<file path="src/dspd_defines.svh">
`ifndef DSPD_DEFINES_SVH
`define DSPD_DEFINES_SVH
//----------------------------------------------------------------------
// What this block does
// - Take 16-bit and 32-bit words, length first
// - Each instruction lands in exactly one group
// - MAC issues up to two moves, four ops
// - MAC takes one cycle, contention adds one
// - Dual MAC, ALU+BIT_MANIPULATION_UNIT, ADD_COMPARE_SELECT+adder combinations
// - Dual MAC adds on ALU, adder or both
// - Long MAC without moves runs conditionally
// - Special functions round, negate, abs, shift, conditional
// - Some special functions bump counters
// - ALU ops and operand forms incl. immediate
// - Long ALU may add adder op, conditional
// - Bit ops steered by accumulator, aux, immediate
// - Moves, loads, conditional, block and stack moves
// - Pointer arithmetic makes no memory access
// - Branch target absolute 20 or relative 12/16
// - Interrupt enable/disable, some controls conditional
// - Loop cache: 31 words, 65535 passes max
// - Five flags, only defined ones updated
// - Combined MAC takes flags from ALU, parity kept
// - Flag read-after-write register hazard
//----------------------------------------------------------------------
// Instruction field positions
`define DSPD_LEN 15
`define DSPD_GRP 14:12
`define DSPD_OP 11:8
`define DSPD_DST 7:4
`define DSPD_SRC 3:0
`define DSPD_MODE 7:6
`define DSPD_MDO 5:4
`define DSPD_MCB 3:2
`define DSPD_MAS 1:0
`define DSPD_CND 31:28
`define DSPD_CCC 7:4
`define DSPD_EXT 31:16
`define DSPD_APAR 27
`define DSPD_LLEN 4:0
`define DSPD_R12 11:0
// Limits and opcodes
`define DSPD_MAXXF 2'h2
`define DSPD_MAXBLK 31
`define DSPD_SF_INC 4'h5
`define DSPD_OP_LAST 4'h5
`define DSPD_CT_REL 4'h3
`define DSPD_CT_EI 4'h4
`define DSPD_CT_DI 4'h5
`define DSPD_MV_IMM 4'h2
`define DSPD_MV_CMV 4'h3
`define DSPD_MV_PTR 4'h7
`define DSPD_MD_IMM 2'h2
`define DSPD_MD_BAD 2'h3
// Flag bits: negative, zero, limit, math, parity
`define DSPD_FN 4
`define DSPD_FZ 3
`define DSPD_FL 2
`define DSPD_FM 1
`define DSPD_FE 0
`define DSPD_FM_ALL 5'h1F
`define DSPD_FM_NOPAR 5'h1E
`define DSPD_CC_ALW 4'h0
// Register map and reset values
`define DSPD_REG_CTRL 4'h0
`define DSPD_REG_FLAGS 4'h4
`define DSPD_REG_STAT 4'h8
`define DSPD_REG_LOOP 4'hC
`define DSPD_CTRL_RST 1'h1
`endif

</file>
<file path="src/dspd_pkg.sv">
package dspd_pkg;
  typedef enum logic [6:0] {
    GRP_NONE = 7'h00, GRP_MAC = 7'h01, GRP_SF = 7'h02, GRP_ALU = 7'h04,
    GRP_BMU = 7'h08, GRP_MOV = 7'h10, GRP_CTL = 7'h20, GRP_LC = 7'h40
  } dspd_grp_t;
  typedef enum logic [2:0] {
    LC_IDLE = 3'h1, LC_LOAD = 3'h2, LC_RUN = 3'h4
  } dspd_lc_t;
  typedef enum logic [2:0] {
    CB_NONE = 3'h0, CB_DUAL = 3'h1, CB_ALUBMU = 3'h2, CB_ACSADD = 3'h4
  } dspd_combo_t;
  typedef struct packed {
    logic valid;
    logic lng;
    dspd_grp_t grp;
    logic exec;
    logic [3:0] op;
    logic [3:0] dst;
    logic [3:0] src;
    logic [1:0] mode;
    logic [15:0] imm;
    logic [1:0] xfers;
    logic [2:0] dau_ops;
    dspd_combo_t combo;
    logic [1:0] addsel;
    logic apar;
    logic cnt_inc;
    logic mem;
    logic br;
    logic call;
    logic [19:0] tgt;
    logic extra;
    logic [4:0] fmask;
    logic wr;
    logic hazard;
  } dspd_dec_t;
endpackage

</file>
<file path="src/dspd_flag_if.sv">
`timescale 1ns/1ps
`default_nettype none
interface dspd_flag_if;
  logic issue;
  logic [4:0] mask;
  logic res_vld;
  logic [4:0] res;
  logic sw_we;
  logic [4:0] sw_val;
  logic [4:0] flags;
  modport dec (output issue, mask, res_vld, res, sw_we, sw_val,
               input flags);
  modport unit (input issue, mask, res_vld, res, sw_we, sw_val,
                output flags);
endinterface
`default_nettype wire

</file>
<file path="src/dspd_flag_unit.sv">
`timescale 1ns/1ps
`default_nettype none
`include "dspd_defines.svh"
module dspd_flag_unit (
  input wire logic clk,
  input wire logic reset,
  dspd_flag_if.unit fl
);
  logic [4:0] pend_r;
  logic [4:0] flags_r;
  logic [4:0] upd;

  //--------------------------------------------------------------------
  // Flag register
  //--------------------------------------------------------------------
  // Mask of the last issued instruction, waits for its result
  always_ff @(posedge clk) begin
    if (reset) begin
      pend_r <= 5'h00;
    end else if (fl.issue) begin
      pend_r <= fl.mask;
    end else if (fl.res_vld) begin
      pend_r <= 5'h00;
    end
  end

  assign upd = fl.res_vld ? pend_r : 5'h00;

  // Software load first, result bits on top so hardware wins
  always_ff @(posedge clk) begin
    if (reset) begin
      flags_r <= 5'h00;
    end else begin
      flags_r <= ((fl.sw_we ? fl.sw_val : flags_r) & ~upd)
                 | (fl.res & upd);
    end
  end

  assign fl.flags = flags_r;
endmodule
`default_nettype wire

</file>
<file path="src/dspd_decoder.sv">
// Register access over Avalon-MM and the register addresses were left to the implementer.
`timescale 1ns/1ps
`default_nettype none
`include "dspd_defines.svh"
module dspd_decoder
  import dspd_pkg::*;
#(
  parameter int MAX_BLK = `DSPD_MAXBLK
) (
  input wire logic clk,
  input wire logic reset,
  input wire logic instr_valid,
  output logic instr_ready,
  input wire logic [31:0] instr_word,
  input wire logic [19:0] instr_pc,
  input wire logic res_valid,
  input wire logic [4:0] res_flags,
  output logic dec_valid,
  output logic dec_long,
  output logic [6:0] dec_group,
  output logic dec_exec,
  output logic [3:0] dec_op,
  output logic [3:0] dec_dst,
  output logic [3:0] dec_src,
  output logic [1:0] dec_mode,
  output logic [15:0] dec_imm,
  output logic [1:0] mac_xfers,
  output logic [2:0] mac_dau_ops,
  output logic [2:0] mac_combo,
  output logic [1:0] mac_addsel,
  output logic alu_adder_par,
  output logic sf_count_inc,
  output logic mov_mem_access,
  output logic br_valid,
  output logic br_call,
  output logic [19:0] br_target,
  output logic dec_extra,
  output logic [4:0] dec_flag_mask,
  output logic dec_hazard,
  output logic int_enable,
  output logic loop_active,
  output logic [4:0] flags,
  input wire logic [3:0] avs_address,
  input wire logic avs_read,
  input wire logic avs_write,
  input wire logic [3:0] avs_byteenable,
  input wire logic [31:0] avs_writedata,
  output logic [31:0] avs_readdata,
  output logic avs_waitrequest
);
  if (MAX_BLK < 1 || MAX_BLK > `DSPD_MAXBLK) begin : g_chk
    $error("MAX_BLK out of range");
  end

  dspd_flag_if fl ();
  dspd_flag_unit u_flags (
    .clk(clk),
    .reset(reset),
    .fl(fl)
  );

  dspd_dec_t d;
  dspd_dec_t dec_r;
  dspd_grp_t g;
  dspd_lc_t lc_r;
  dspd_lc_t lc_nxt;
  logic [31:0] w;
  logic [19:0] pc;
  logic [3:0] cnd;
  logic ok;
  logic ex;
  logic src_vld;
  logic ready_r;
  logic ctrl_en_r;
  logic int_en_r;
  logic waitreq_r;
  logic [31:0] rdata_r;
  logic bus_wr;
  logic lc_go;
  logic last_wr;
  logic last_rd;
  logic loop_act_r;
  logic [4:0] blk_r;
  logic [15:0] iter_r;
  logic [4:0] widx_r;
  logic [4:0] ridx_r;
  logic [51:0] ent_w [MAX_BLK];

  //--------------------------------------------------------------------
  // Condition evaluation
  //--------------------------------------------------------------------
  function automatic logic cond_true(input logic [3:0] c,
                                     input logic [4:0] f);
    case (c)
      `DSPD_CC_ALW: cond_true = 1'b1;
      4'h1: cond_true = f[`DSPD_FN];
      4'h2: cond_true = !f[`DSPD_FN];
      4'h3: cond_true = f[`DSPD_FZ];
      4'h4: cond_true = !f[`DSPD_FZ];
      4'h5: cond_true = f[`DSPD_FL];
      4'h6: cond_true = f[`DSPD_FM];
      4'h7: cond_true = f[`DSPD_FE];
      default: cond_true = 1'b0;
    endcase
  endfunction

  //--------------------------------------------------------------------
  // Instruction source
  //--------------------------------------------------------------------
  // Replay from cache while looping, else from fetch
  assign src_vld = (lc_r == LC_RUN) || (instr_valid && ready_r);
  assign w = (lc_r == LC_RUN) ? ent_w[ridx_r][31:0] : instr_word;
  assign pc = (lc_r == LC_RUN) ? ent_w[ridx_r][51:32] : instr_pc;

  //--------------------------------------------------------------------
  // Decode
  //--------------------------------------------------------------------
  always_comb begin
    d = '0;
    ok = 1'b0;
    g = dspd_grp_t'(7'(7'h01 << w[`DSPD_GRP]));
    d.valid = src_vld;
    d.lng = w[`DSPD_LEN];
    d.grp = g;
    d.op = w[`DSPD_OP];
    d.dst = w[`DSPD_DST];
    d.src = w[`DSPD_SRC];
    d.mode = w[`DSPD_MODE];
    d.imm = d.lng ? w[`DSPD_EXT] : 16'h0000;
    cnd = d.lng ? w[`DSPD_CND] : `DSPD_CC_ALW;
    case (g)
      GRP_MAC: begin
        d.xfers = w[`DSPD_MODE];
        d.dau_ops = {1'b0, w[`DSPD_MDO]} + 3'h1;
        d.addsel = w[`DSPD_MAS];
        case (w[`DSPD_MCB])
          2'h0: d.combo = CB_DUAL;
          2'h1: d.combo = CB_ALUBMU;
          2'h2: d.combo = CB_ACSADD;
          default: d.combo = CB_NONE;
        endcase
        ok = d.xfers <= `DSPD_MAXXF && d.combo != CB_NONE
             && (d.combo != CB_DUAL || d.addsel != 2'h0);
        if (!d.lng || d.xfers != 2'h0) begin
          cnd = `DSPD_CC_ALW;
        end
        d.fmask = d.lng ? `DSPD_FM_ALL : `DSPD_FM_NOPAR;
        if (d.combo != CB_DUAL) begin
          d.fmask = `DSPD_FM_NOPAR;
        end
        d.extra = d.xfers == `DSPD_MAXXF;
      end
      GRP_SF: begin
        ok = d.op <= `DSPD_OP_LAST;
        if (!d.lng) begin
          cnd = w[`DSPD_SRC];
        end
        d.cnt_inc = d.op == `DSPD_SF_INC;
        d.fmask = `DSPD_FM_ALL;
        d.wr = 1'b1;
      end
      GRP_ALU: begin
        ok = !d.op[3] && d.mode != `DSPD_MD_BAD
             && (d.lng || d.mode != `DSPD_MD_IMM);
        if (d.mode == `DSPD_MD_IMM) begin
          cnd = `DSPD_CC_ALW;
        end
        d.apar = d.lng && d.mode != `DSPD_MD_IMM
                 && w[`DSPD_APAR];
        d.fmask = `DSPD_FM_ALL;
        d.wr = 1'b1;
      end
      GRP_BMU: begin
        ok = d.op <= `DSPD_OP_LAST && d.mode != `DSPD_MD_BAD
             && (d.lng || d.mode != `DSPD_MD_IMM);
        if (d.mode == `DSPD_MD_IMM) begin
          cnd = `DSPD_CC_ALW;
        end
        d.fmask = `DSPD_FM_ALL;
        d.wr = 1'b1;
      end
      GRP_MOV: begin
        ok = d.lng || (d.op != `DSPD_MV_IMM && d.op != `DSPD_MV_CMV);
        if (d.op != `DSPD_MV_CMV) begin
          cnd = `DSPD_CC_ALW;
        end
        d.mem = d.op == 4'h1 || d.op == 4'h4
                || d.op == 4'h5 || d.op == 4'h6;
        d.wr = d.op != `DSPD_MV_PTR && d.op != 4'h1;
      end
      GRP_CTL: begin
        if (!d.lng) begin
          ok = 1'b1;
          d.br = 1'b1;
          d.tgt = pc + {{8{w[11]}}, w[`DSPD_R12]};
        end else begin
          ok = d.op <= `DSPD_OP_LAST;
          cnd = w[`DSPD_CCC];
          d.br = d.op <= `DSPD_CT_REL;
          d.call = d.op[0] && d.op <= `DSPD_CT_REL;
          d.tgt = d.op[1] ? pc + {{4{w[31]}}, w[`DSPD_EXT]}
                          : {w[`DSPD_SRC], w[`DSPD_EXT]};
        end
      end
      GRP_LC: begin
        ok = d.lng && lc_r == LC_IDLE && w[`DSPD_EXT] != 16'h0000
             && w[`DSPD_LLEN] != 5'h00
             && w[`DSPD_LLEN] <= 5'(MAX_BLK);
        cnd = `DSPD_CC_ALW;
      end
      default: ok = 1'b0;
    endcase
    ex = cond_true(cnd, fl.flags);
    d.hazard = src_vld && dec_r.valid && dec_r.wr
               && d.src == dec_r.dst;
    if (!ok) begin
      d = '0;
      d.valid = src_vld;
    end else begin
      d.exec = ex;
      if (!ex) begin
        d.fmask = 5'h00;
        d.br = 1'b0;
        d.call = 1'b0;
        d.cnt_inc = 1'b0;
        d.wr = 1'b0;
      end
    end
  end

  assign lc_go = d.valid && d.exec && d.grp == GRP_LC;

  // Decode stage register
  always_ff @(posedge clk) begin
    if (reset) begin
      dec_r <= '0;
    end else begin
      dec_r <= d;
    end
  end

  // Global interrupt enable from control words
  always_ff @(posedge clk) begin
    if (reset) begin
      int_en_r <= 1'b0;
    end else if (d.valid && d.exec && d.grp == GRP_CTL && d.lng) begin
      if (d.op == `DSPD_CT_EI) begin
        int_en_r <= 1'b1;
      end else if (d.op == `DSPD_CT_DI) begin
        int_en_r <= 1'b0;
      end
    end
  end

  //--------------------------------------------------------------------
  // Loop cache
  //--------------------------------------------------------------------
  assign last_wr = widx_r == 5'(blk_r - 5'h01);
  assign last_rd = ridx_r == 5'(blk_r - 5'h01);

  always_comb begin
    lc_nxt = lc_r;
    case (lc_r)
      LC_IDLE: begin
        if (lc_go) begin
          lc_nxt = LC_LOAD;
        end
      end
      LC_LOAD: begin
        if (src_vld && last_wr) begin
          lc_nxt = (iter_r == 16'h0001) ? LC_IDLE : LC_RUN;
        end
      end
      LC_RUN: begin
        if (last_rd && iter_r == 16'h0001) begin
          lc_nxt = LC_IDLE;
        end
      end
      default: lc_nxt = LC_IDLE;
    endcase
  end

  // Block length, passes left and indices
  always_ff @(posedge clk) begin
    if (reset) begin
      lc_r <= LC_IDLE;
      blk_r <= 5'h00;
      iter_r <= 16'h0000;
      widx_r <= 5'h00;
      ridx_r <= 5'h00;
    end else begin
      lc_r <= lc_nxt;
      case (lc_r)
        LC_IDLE: begin
          if (lc_go) begin
            blk_r <= w[`DSPD_LLEN];
            iter_r <= w[`DSPD_EXT];
            widx_r <= 5'h00;
            ridx_r <= 5'h00;
          end
        end
        LC_LOAD: begin
          if (src_vld) begin
            widx_r <= widx_r + 5'h01;
            if (last_wr) begin
              iter_r <= iter_r - 16'h0001;
            end
          end
        end
        LC_RUN: begin
          ridx_r <= last_rd ? 5'h00 : ridx_r + 5'h01;
          if (last_rd) begin
            iter_r <= iter_r - 16'h0001;
          end
        end
        default: ;
      endcase
    end
  end

  // Cache entries hold word and its address
  for (genvar i = 0; i < MAX_BLK; i++) begin : g_ent
    logic [51:0] ent_r;
    always_ff @(posedge clk) begin
      if (reset) begin
        ent_r <= '0;
      end else if (lc_r == LC_LOAD && src_vld && widx_r == 5'(i)) begin
        ent_r <= {instr_pc, instr_word};
      end
    end
    assign ent_w[i] = ent_r;
  end

  // Fetch is held off while the cache replays
  always_ff @(posedge clk) begin
    if (reset) begin
      ready_r <= 1'b0;
    end else begin
      ready_r <= ctrl_en_r && lc_nxt != LC_RUN;
    end
  end

  // Loop busy flag follows the next cache state
  always_ff @(posedge clk) begin
    if (reset) begin
      loop_act_r <= 1'b0;
    end else begin
      loop_act_r <= lc_nxt != LC_IDLE;
    end
  end

  //--------------------------------------------------------------------
  // Flag unit hookup
  //--------------------------------------------------------------------
  assign fl.issue = dec_r.valid && dec_r.exec;
  assign fl.mask = dec_r.fmask;
  assign fl.res_vld = res_valid;
  assign fl.res = res_flags;
  assign fl.sw_we = bus_wr && avs_address == `DSPD_REG_FLAGS
                    && avs_byteenable[0];
  assign fl.sw_val = avs_writedata[4:0];

  //--------------------------------------------------------------------
  // Avalon slave
  //--------------------------------------------------------------------
  assign bus_wr = avs_write && !waitreq_r;

  // One wait state per access
  always_ff @(posedge clk) begin
    if (reset) begin
      waitreq_r <= 1'b1;
    end else if ((avs_read || avs_write) && waitreq_r) begin
      waitreq_r <= 1'b0;
    end else begin
      waitreq_r <= 1'b1;
    end
  end

  // Read data ready at the edge that ends the wait
  always_ff @(posedge clk) begin
    if (reset) begin
      rdata_r <= 32'h0000_0000;
    end else if (avs_read && waitreq_r) begin
      case (avs_address)
        `DSPD_REG_CTRL: rdata_r <= {31'h0, ctrl_en_r};
        `DSPD_REG_FLAGS: rdata_r <= {27'h0, fl.flags};
        `DSPD_REG_STAT: rdata_r <= {28'h0, int_en_r, lc_r};
        `DSPD_REG_LOOP: rdata_r <= {11'h0, blk_r, iter_r};
        default: rdata_r <= 32'h0000_0000;
      endcase
    end
  end

  // Decode enable
  always_ff @(posedge clk) begin
    if (reset) begin
      ctrl_en_r <= `DSPD_CTRL_RST;
    end else if (bus_wr && avs_address == `DSPD_REG_CTRL
                 && avs_byteenable[0]) begin
      ctrl_en_r <= avs_writedata[0];
    end
  end

  //--------------------------------------------------------------------
  // Outputs
  //--------------------------------------------------------------------
  assign instr_ready = ready_r;
  assign dec_valid = dec_r.valid;
  assign dec_long = dec_r.lng;
  assign dec_group = dec_r.grp;
  assign dec_exec = dec_r.exec;
  assign dec_op = dec_r.op;
  assign dec_dst = dec_r.dst;
  assign dec_src = dec_r.src;
  assign dec_mode = dec_r.mode;
  assign dec_imm = dec_r.imm;
  assign mac_xfers = dec_r.xfers;
  assign mac_dau_ops = dec_r.dau_ops;
  assign mac_combo = dec_r.combo;
  assign mac_addsel = dec_r.addsel;
  assign alu_adder_par = dec_r.apar;
  assign sf_count_inc = dec_r.cnt_inc;
  assign mov_mem_access = dec_r.mem;
  assign br_valid = dec_r.br;
  assign br_call = dec_r.call;
  assign br_target = dec_r.tgt;
  assign dec_extra = dec_r.extra;
  assign dec_flag_mask = dec_r.fmask;
  assign dec_hazard = dec_r.hazard;
  assign int_enable = int_en_r;
  assign loop_active = loop_act_r;
  assign flags = fl.flags;
  assign avs_readdata = rdata_r;
  assign avs_waitrequest = waitreq_r;
endmodule
`default_nettype wire

</file>
<file path="config.mk">
export PLATFORM = sky130hd
export DESIGN_NAME = dspd_decoder
export DESIGN_NICKNAME = d
export VERILOG_FILES = /design/src/dspd_pkg.sv /design/src/dspd_flag_if.sv /design/src/dspd_flag_unit.sv /design/src/dspd_decoder.sv
export VERILOG_INCLUDE_DIRS = /design/src
export SDC_FILE = /design/constraint.sdc
export NUM_CORES = 2
export LEC_CHECK = 0
export BUFFER_PORTS_ARGS = -buffer_cell sky130_fd_sc_hd__buf_2
export CAP_MARGIN = 30
export CORE_MARGIN = 5
export CORE_UTILIZATION = 40
export CTS_CLUSTER_DIAMETER = 200
export DETAILED_ROUTE_END_ITERATION = 6
export GPL_TIMING_DRIVEN = 1
export MAX_ROUTING_LAYER = met4
export SETUP_SLACK_MARGIN = 0.05
export SLEW_MARGIN = 20
export SYNTH_ARGS = -nofsm -noshare
export SYNTH_HDL_FRONTEND = slang
export SYNTH_HIERARCHICAL = 1
export SYNTH_SLANG_ARGS = --single-unit
</file>
<file path="constraint.sdc">
create_clock -name clk -period 18.4 [get_ports clk]
set_input_delay 3.68 -clock clk [delete_from_list [all_inputs] [get_ports clk]]
set_output_delay 3.68 -clock clk [all_outputs]
set_load 0.01 [all_outputs]
</file>
* Word level (Yosys, flattened, before mapping)
Index checks and enable logic that the tools add are counted.
** Storage, ports and cells
- Register bits :: 1776
- Input bits :: 103
- Output and inout bits :: 123
- Logic and storage cells :: 335
** Operators by class
- Add/sub/neg operators :: 7
- Magnitude comparators :: 5
- Equality and inequality tests :: 78
- Shift operators :: 1
- Mux-type cells :: 53
- Bitwise logic cells :: 13
- Reduce and logical (&&, ||, !) cells :: 111
** Operators by type and width (number)
- $bmux 52 s5 :: 1
- $mux 52 :: 2
- $pmux 21 s4 :: 1
- $mux 16 :: 5
- $eq 5x5->1 const B :: 15
- $logic_and 1x1->1 :: 66
- $mux 20 :: 3
- $pmux 16 s3 :: 1
- $mux 41 :: 1
- $add 20x20->20 :: 2
- $eq 4x3->1 const B :: 10
- $eq 5x4->1 const B :: 8
- $mux 5 :: 7
- $mux 32 :: 1
- $pmux 5 s2 :: 3
- $mux 4 :: 6
- $pmux 4 s6 :: 1
- $reduce_or 3->1 :: 7
- $eq 5x3->1 const B :: 4
- $pmux 3 s3 :: 2
- $eq 16x1->1 const B :: 1
- $reduce_bool 16->1 :: 1
- $sub 16x1->16 const B :: 1
- $mux 3 :: 5
- 59 further kinds :: 114

* Depth between registers and ports, before layout
- Word-level depth :: 19
- Mapped depth :: 31
- Gate-level depth less buffers :: 22

* Cells and area by module
The synthesis kept the hierarchy.
** Modules (own cells, without submodules)
- dspd_decoder :: times used 1, cells an instance 9360, area an instance 77533.1 um2, sequential area each 35033.6 um2
- dspd_flag_unit :: times used 1, cells an instance 49, area an instance 462.9 um2, sequential area each 200.2 um2

* Worst setup path before layout
Ideal clock, no wire load.
- Kind :: in2reg
- Start :: in instr_word[17]
- End :: reg dec_r (netlist bit br_target[17])
- Setup time :: 0.138 ns
- Arrival time :: 6.661 ns
- Required time :: 18.262 ns
- Path slack :: 11.601 ns
- Stages :: 17
- Path buffers :: 1
- Cells stage by stage :: clkbuf_2 -> a21oi_1 -> inv_1 -> ha_1 -> a21o_1 -> a21oi_1 -> o21ai_0 -> a21oi_1 -> o21ai_0 -> a21oi_1 -> o311a_1 -> a31oi_1 -> o41a_1 -> and2_1 -> o21ai_0 -> mux2i_1 -> a41oi_1
** On the way
- Cells in the longest elaborated chain, start to end :: 8
** RTL lines
- from (decl) :: RTL line dspd_decoder.sv:14 : input wire logic [31:0] instr_word,
- $mux 32 * :: RTL line dspd_decoder.sv:112 : assign w = (lc_r == LC_RUN) ? ent_w[ridx_r][31:0] : instr_word;
- net w[17] :: RTL line dspd_decoder.sv:67 : logic [31:0] w;
- branches (longest 7 deep; another with $add 20x20->20)
- to (signal assigned) :: RTL line dspd_decoder.sv:236 : dec_r <= '0;
- to (signal assigned) :: RTL line dspd_decoder.sv:238 : dec_r <= d;
- to (decl) :: RTL line dspd_decoder.sv:63 : dspd_dec_t dec_r;
Mark *: on every way through the listed nets, which the timed path passes.
A chain may end at the register's enable or synchronous reset.

* Worst setup path after layout
- Start :: reg ridx_r[1]
- End :: reg dec_r (netlist bit br_target[18])
** On the way
- Cells in the longest elaborated chain, start to end :: 14
** RTL lines
- from (decl) :: RTL line dspd_decoder.sv:86 : logic [4:0] ridx_r;
- from (signal assigned) :: RTL line dspd_decoder.sv:311 : ridx_r <= last_rd ? 5'h00 : ridx_r + 5'h01;
- $not 5->6 (implied by the code) * :: RTL line dspd_decoder.sv:112
- $bmux 52 s5 * :: RTL line dspd_decoder.sv:112
- $mux 52 (implied by the code) * (2 in a row) :: RTL line dspd_decoder.sv:113 : assign pc = (lc_r == LC_RUN) ? ent_w[ridx_r][51:32] : instr_pc;
- $mux 32 * :: RTL line dspd_decoder.sv:112
- net w[2] :: RTL line dspd_decoder.sv:67
- $eq 2x2->1, or another cell as far along :: RTL line dspd_decoder.sv:136 : case (w[`DSPD_MCB])
- $pmux 3 s3 :: RTL line dspd_decoder.sv:136
- $mux 3 :: RTL line dspd_decoder.sv:131 : case (g)
- $ne 3x1->1 or $reduce_bool 3->1 (tied branches) :: RTL line dspd_decoder.sv:143, dspd_decoder.sv:142
- $logic_or 1x1->1 or $logic_and 1x1->1 (tied branches) :: RTL line dspd_decoder.sv:143, dspd_decoder.sv:142
- $logic_and 1x1->1 :: RTL line dspd_decoder.sv:142 : ok = d.xfers <= `DSPD_MAXXF && d.combo != CB_NONE
- $pmux 1 s7 :: RTL line dspd_decoder.sv:131
- $not 1->1 (no line)
- $reduce_or 3->1 (no line)
Mark *: on every way through the listed nets, which the timed path passes. The rest lies on a longest branch. The select of a mux whose other input is x is not followed.

==> qor.csv <==
metric;value;unit
status;finished, final reports clean;
Post-synth EDFFs;0;
DRC violations left;0;
Routability Congestion;0.8765;
worst skew pair latency;0.83;ns
max-slew violations;0;
area of the multi-input gates;0.03882;mm²
clock skew;0.04614;ns
Inst Count DP;11360;
Highest Clock Rate;114.9;MHz
Core Box Area;0.1944;mm²
CP Capture Type;flip-flop;
Post-Syn Instances;9409;
CP arrival;9.42;ns
DRT Wirelength;289.8;mm
worst endpoint required time;19.11;ns
sequential area share after synthesis;45.17;%
cell with the most instances after synthesis;nand2_1;
startpoint types;flip-flop;
Seq cells post-synth;1760;
Starting Density;40.12;%
share of cells above drive strength 1;13.13;%
pwr/cell area;91.43;mW/mm²
TritonCTS clock tree;built;
setup bufs post-CTS;0;
Reg area;0.03525;mm²
Tightest Pin Transition;1.115;ns
IO Pins;226;
ys flop type;dfxtp_1;
crit share post-route;47.32;%
vias in the first global route;64987;
# nets final;9164;
chip width;451.6;µm
root buf cell;clkbuf_16;
wire per inst;24.74;µm
area delta synth->final;10.93;%
GR Overflow Total;0;
cells resized by post-CTS repair;0;
fin cells;11713;
post-route design area;0.08652;mm²
largest net degree at the start of global routing;208;
worst vdd ir;75.05;µV
vias;68495;
clk slew on worst S/H paths;0.06;ns
yosys warns;6;
Mapped Area;0.07800;mm²
dpl cell area;0.08020;mm²
GR Util All Layers;28.25;%
Avg Inst Size Synth;8.290;µm²
Pre-Repair DR Iteration Count;6;
maxcap violations;0;
Worst Setup Path Type;reg2reg;
post-synthesis cell type count;90;
final hold vios;0;
Fill cells;18680;
cells taking the most area after synthesis;dfxtp_1 (45%), nand2_1 (17%), mux4_2 (11%);
unrepaired setup endpoints after global routing;no;
Clock Sinks;1760;
input/output buffers;184;
Post-DRT Antenna Nets;0;
CTS max path bufs;3;
Slew HR;25.66;%
Hold Buf Count CTS;0;
DP Wirelength;169.2;mm
htree depth;4;
Setup-failing EPs final;0;
DR vias/cell;5.848;
clock period minus worst slack;8.707;ns
Pleak;28.27;nW
top cell type's share of synthesized area;45.17;%
setup_tns;0;ns
drt first-iter violations;8773;
first-pass GRT wire length;426.4;mm
Cell Rows;162;
Num CTS Buffers;181;
Max FO, Critical Path;50;
post-synth top area cell;dfxtp_1;
initial antenna violation count;17;
Hold WS;0.4506;ns
Die ar.;0.2039;mm²
Post-synth top cells;nand2_1 (3434), dfxtp_1 (1760), a21oi_1 (1679), clkbuf_1 (753), mux4_2 (392);
asr flop ratio synth;0;%
Hold Crit Class;reg2reg;
DIE HEIGHT;451.6;µm
-- critical path, stage by stage, from the launching register on --
cell	delay, ns
dfxtp_4	0.59
buf_4	0.48
buf_4	0.85
buf_4	0.79
buf_4	0.78
mux4_2	0.43
mux4_2	0.53
a22oi_1	0.46
nand2_1	0.13
buf_4	0.24
ha_1	0.35
nor2b_1	0.16
o21ai_0	0.23
a21boi_0	0.13
o21ai_0	0.21
a21boi_0	0.15
o21ai_0	0.29
a21oi_1	0.19
o31ai_1	0.34
o21ai_0	0.23
o41ai_1	0.37
xnor2_1	0.17
nor2_1	0.06
a311oi_1	0.31
-- cells in the final DEF (no fill, tap or decap), drive strengths merged, types with 13 or more instances in the layout --
| cell | count |
|---|---|
| a31oi | 35 |
| mux2 | 64 |
| o21ai | 108 |
| a22oi | 50 |
| nor3 | 39 |
| nor2 | 208 |
| ha | 48 |
| a21oi | 1679 |
| xnor2 | 29 |
| inv | 56 |
| mux4 | 393 |
| nor2b | 19 |
| nand2b | 18 |
| mux2i | 135 |
| dfxtp | 1760 |
| clkinv | 31 |
| nor4 | 21 |
| clkbuf | 279 |
| nand3 | 60 |
| nand4 | 16 |
| diode | 13 |
| buf | 374 |
| and2 | 43 |
| a211oi | 21 |
| nand2 | 3434 |
-- through the flow --
step / setup WS, ns / power (W) / util [%]
after floorplan: 11.60 / 0.004096 / -
after global placement: 9.836 / 0.004170 / 40.92
after detailed placement: 9.929 / 0.004178 / 41.26
after CTS: 9.878 / 0.007930 / 44.40
after global routing: 9.287 / 0.008120 / 44.51
final: 9.693 / 0.007911 / 44.51
-- path summary, 6_finish.rpt --
kind | startpoint | to | slack [ns] | depth (start not counted)
worst max-delay path | ridx_r[1] | br_target[18] | 9.69 | 23
worst min-delay path | g_ent[27].ent_r[22] | g_ent[27].ent_r[22] | 0.45 | 2
worst max register to register | ridx_r[1] | br_target[18] | 9.69 | 23
worst min register to register | g_ent[27].ent_r[22] | g_ent[27].ent_r[22] | 0.45 | 2
-- report_power, final --
group / total [W] / internal, W / switching, W
Sequential: 0.00382 / 0.00381 / 0.00000317
Clock: 0.00381 / 0.00221 / 0.00160
Combinational: 0.000285 / 0.0000684 / 0.000217
-- registers in the layout, summed over array words and instances (netlist names), 3 cells and up, named ones only --
signal / flops
br_target: 20
dec_group: 7
dec_dst: 4
dec_src: 4
u_flags/pend_r: 5
dec_op: 4
widx_r: 5
avs_readdata: 21
blk_r: 5
iter_r: 16
ridx_r: 5
dec_imm: 16
mac_combo: 3
g_ent.ent_r: 1612
lc_r: 3
mac_dau_ops: 3
-- metal layers --
| layer | global-route usage (%) | share of wire (%) | up-vias |
|---|---|---|---|
| met1 | 35.77 | 39 | 33256 |
| met5 | - | 0 | - |
| met3 | 5.154 | 10 | 851 |
| met2 | 43.46 | 45 | 3632 |
| met4 | 14.24 | 5.9 | 0 |
| li1 | - | - | 30756 |
-- cell type report --
class | count | area share, %
multi-input combinational | 6641 | 44.87
sequential | 1760 | 40.74
clock buffer | 277 | 6.293
tap | 2542 | 3.676
timing repair buffer | 376 | 3.387
clock inverter | 53 | 0.7722
inverter | 51 | 0.2270
antenna | 13 | 0.03760
-- cells by family after synthesis --
kind of cell	count (synthesis)	synth area share, %
mux	592	14.01
compound gates	2028	14.02
flops	1760	45.17
fa+ha+maj	50	0.8213
xor+xnor	41	0.4604
buf+inv	1018	5.796
other cells	1	0.004808
simple gates	3919	19.71
Note: power is estimated with default switching activity, not from simulation.
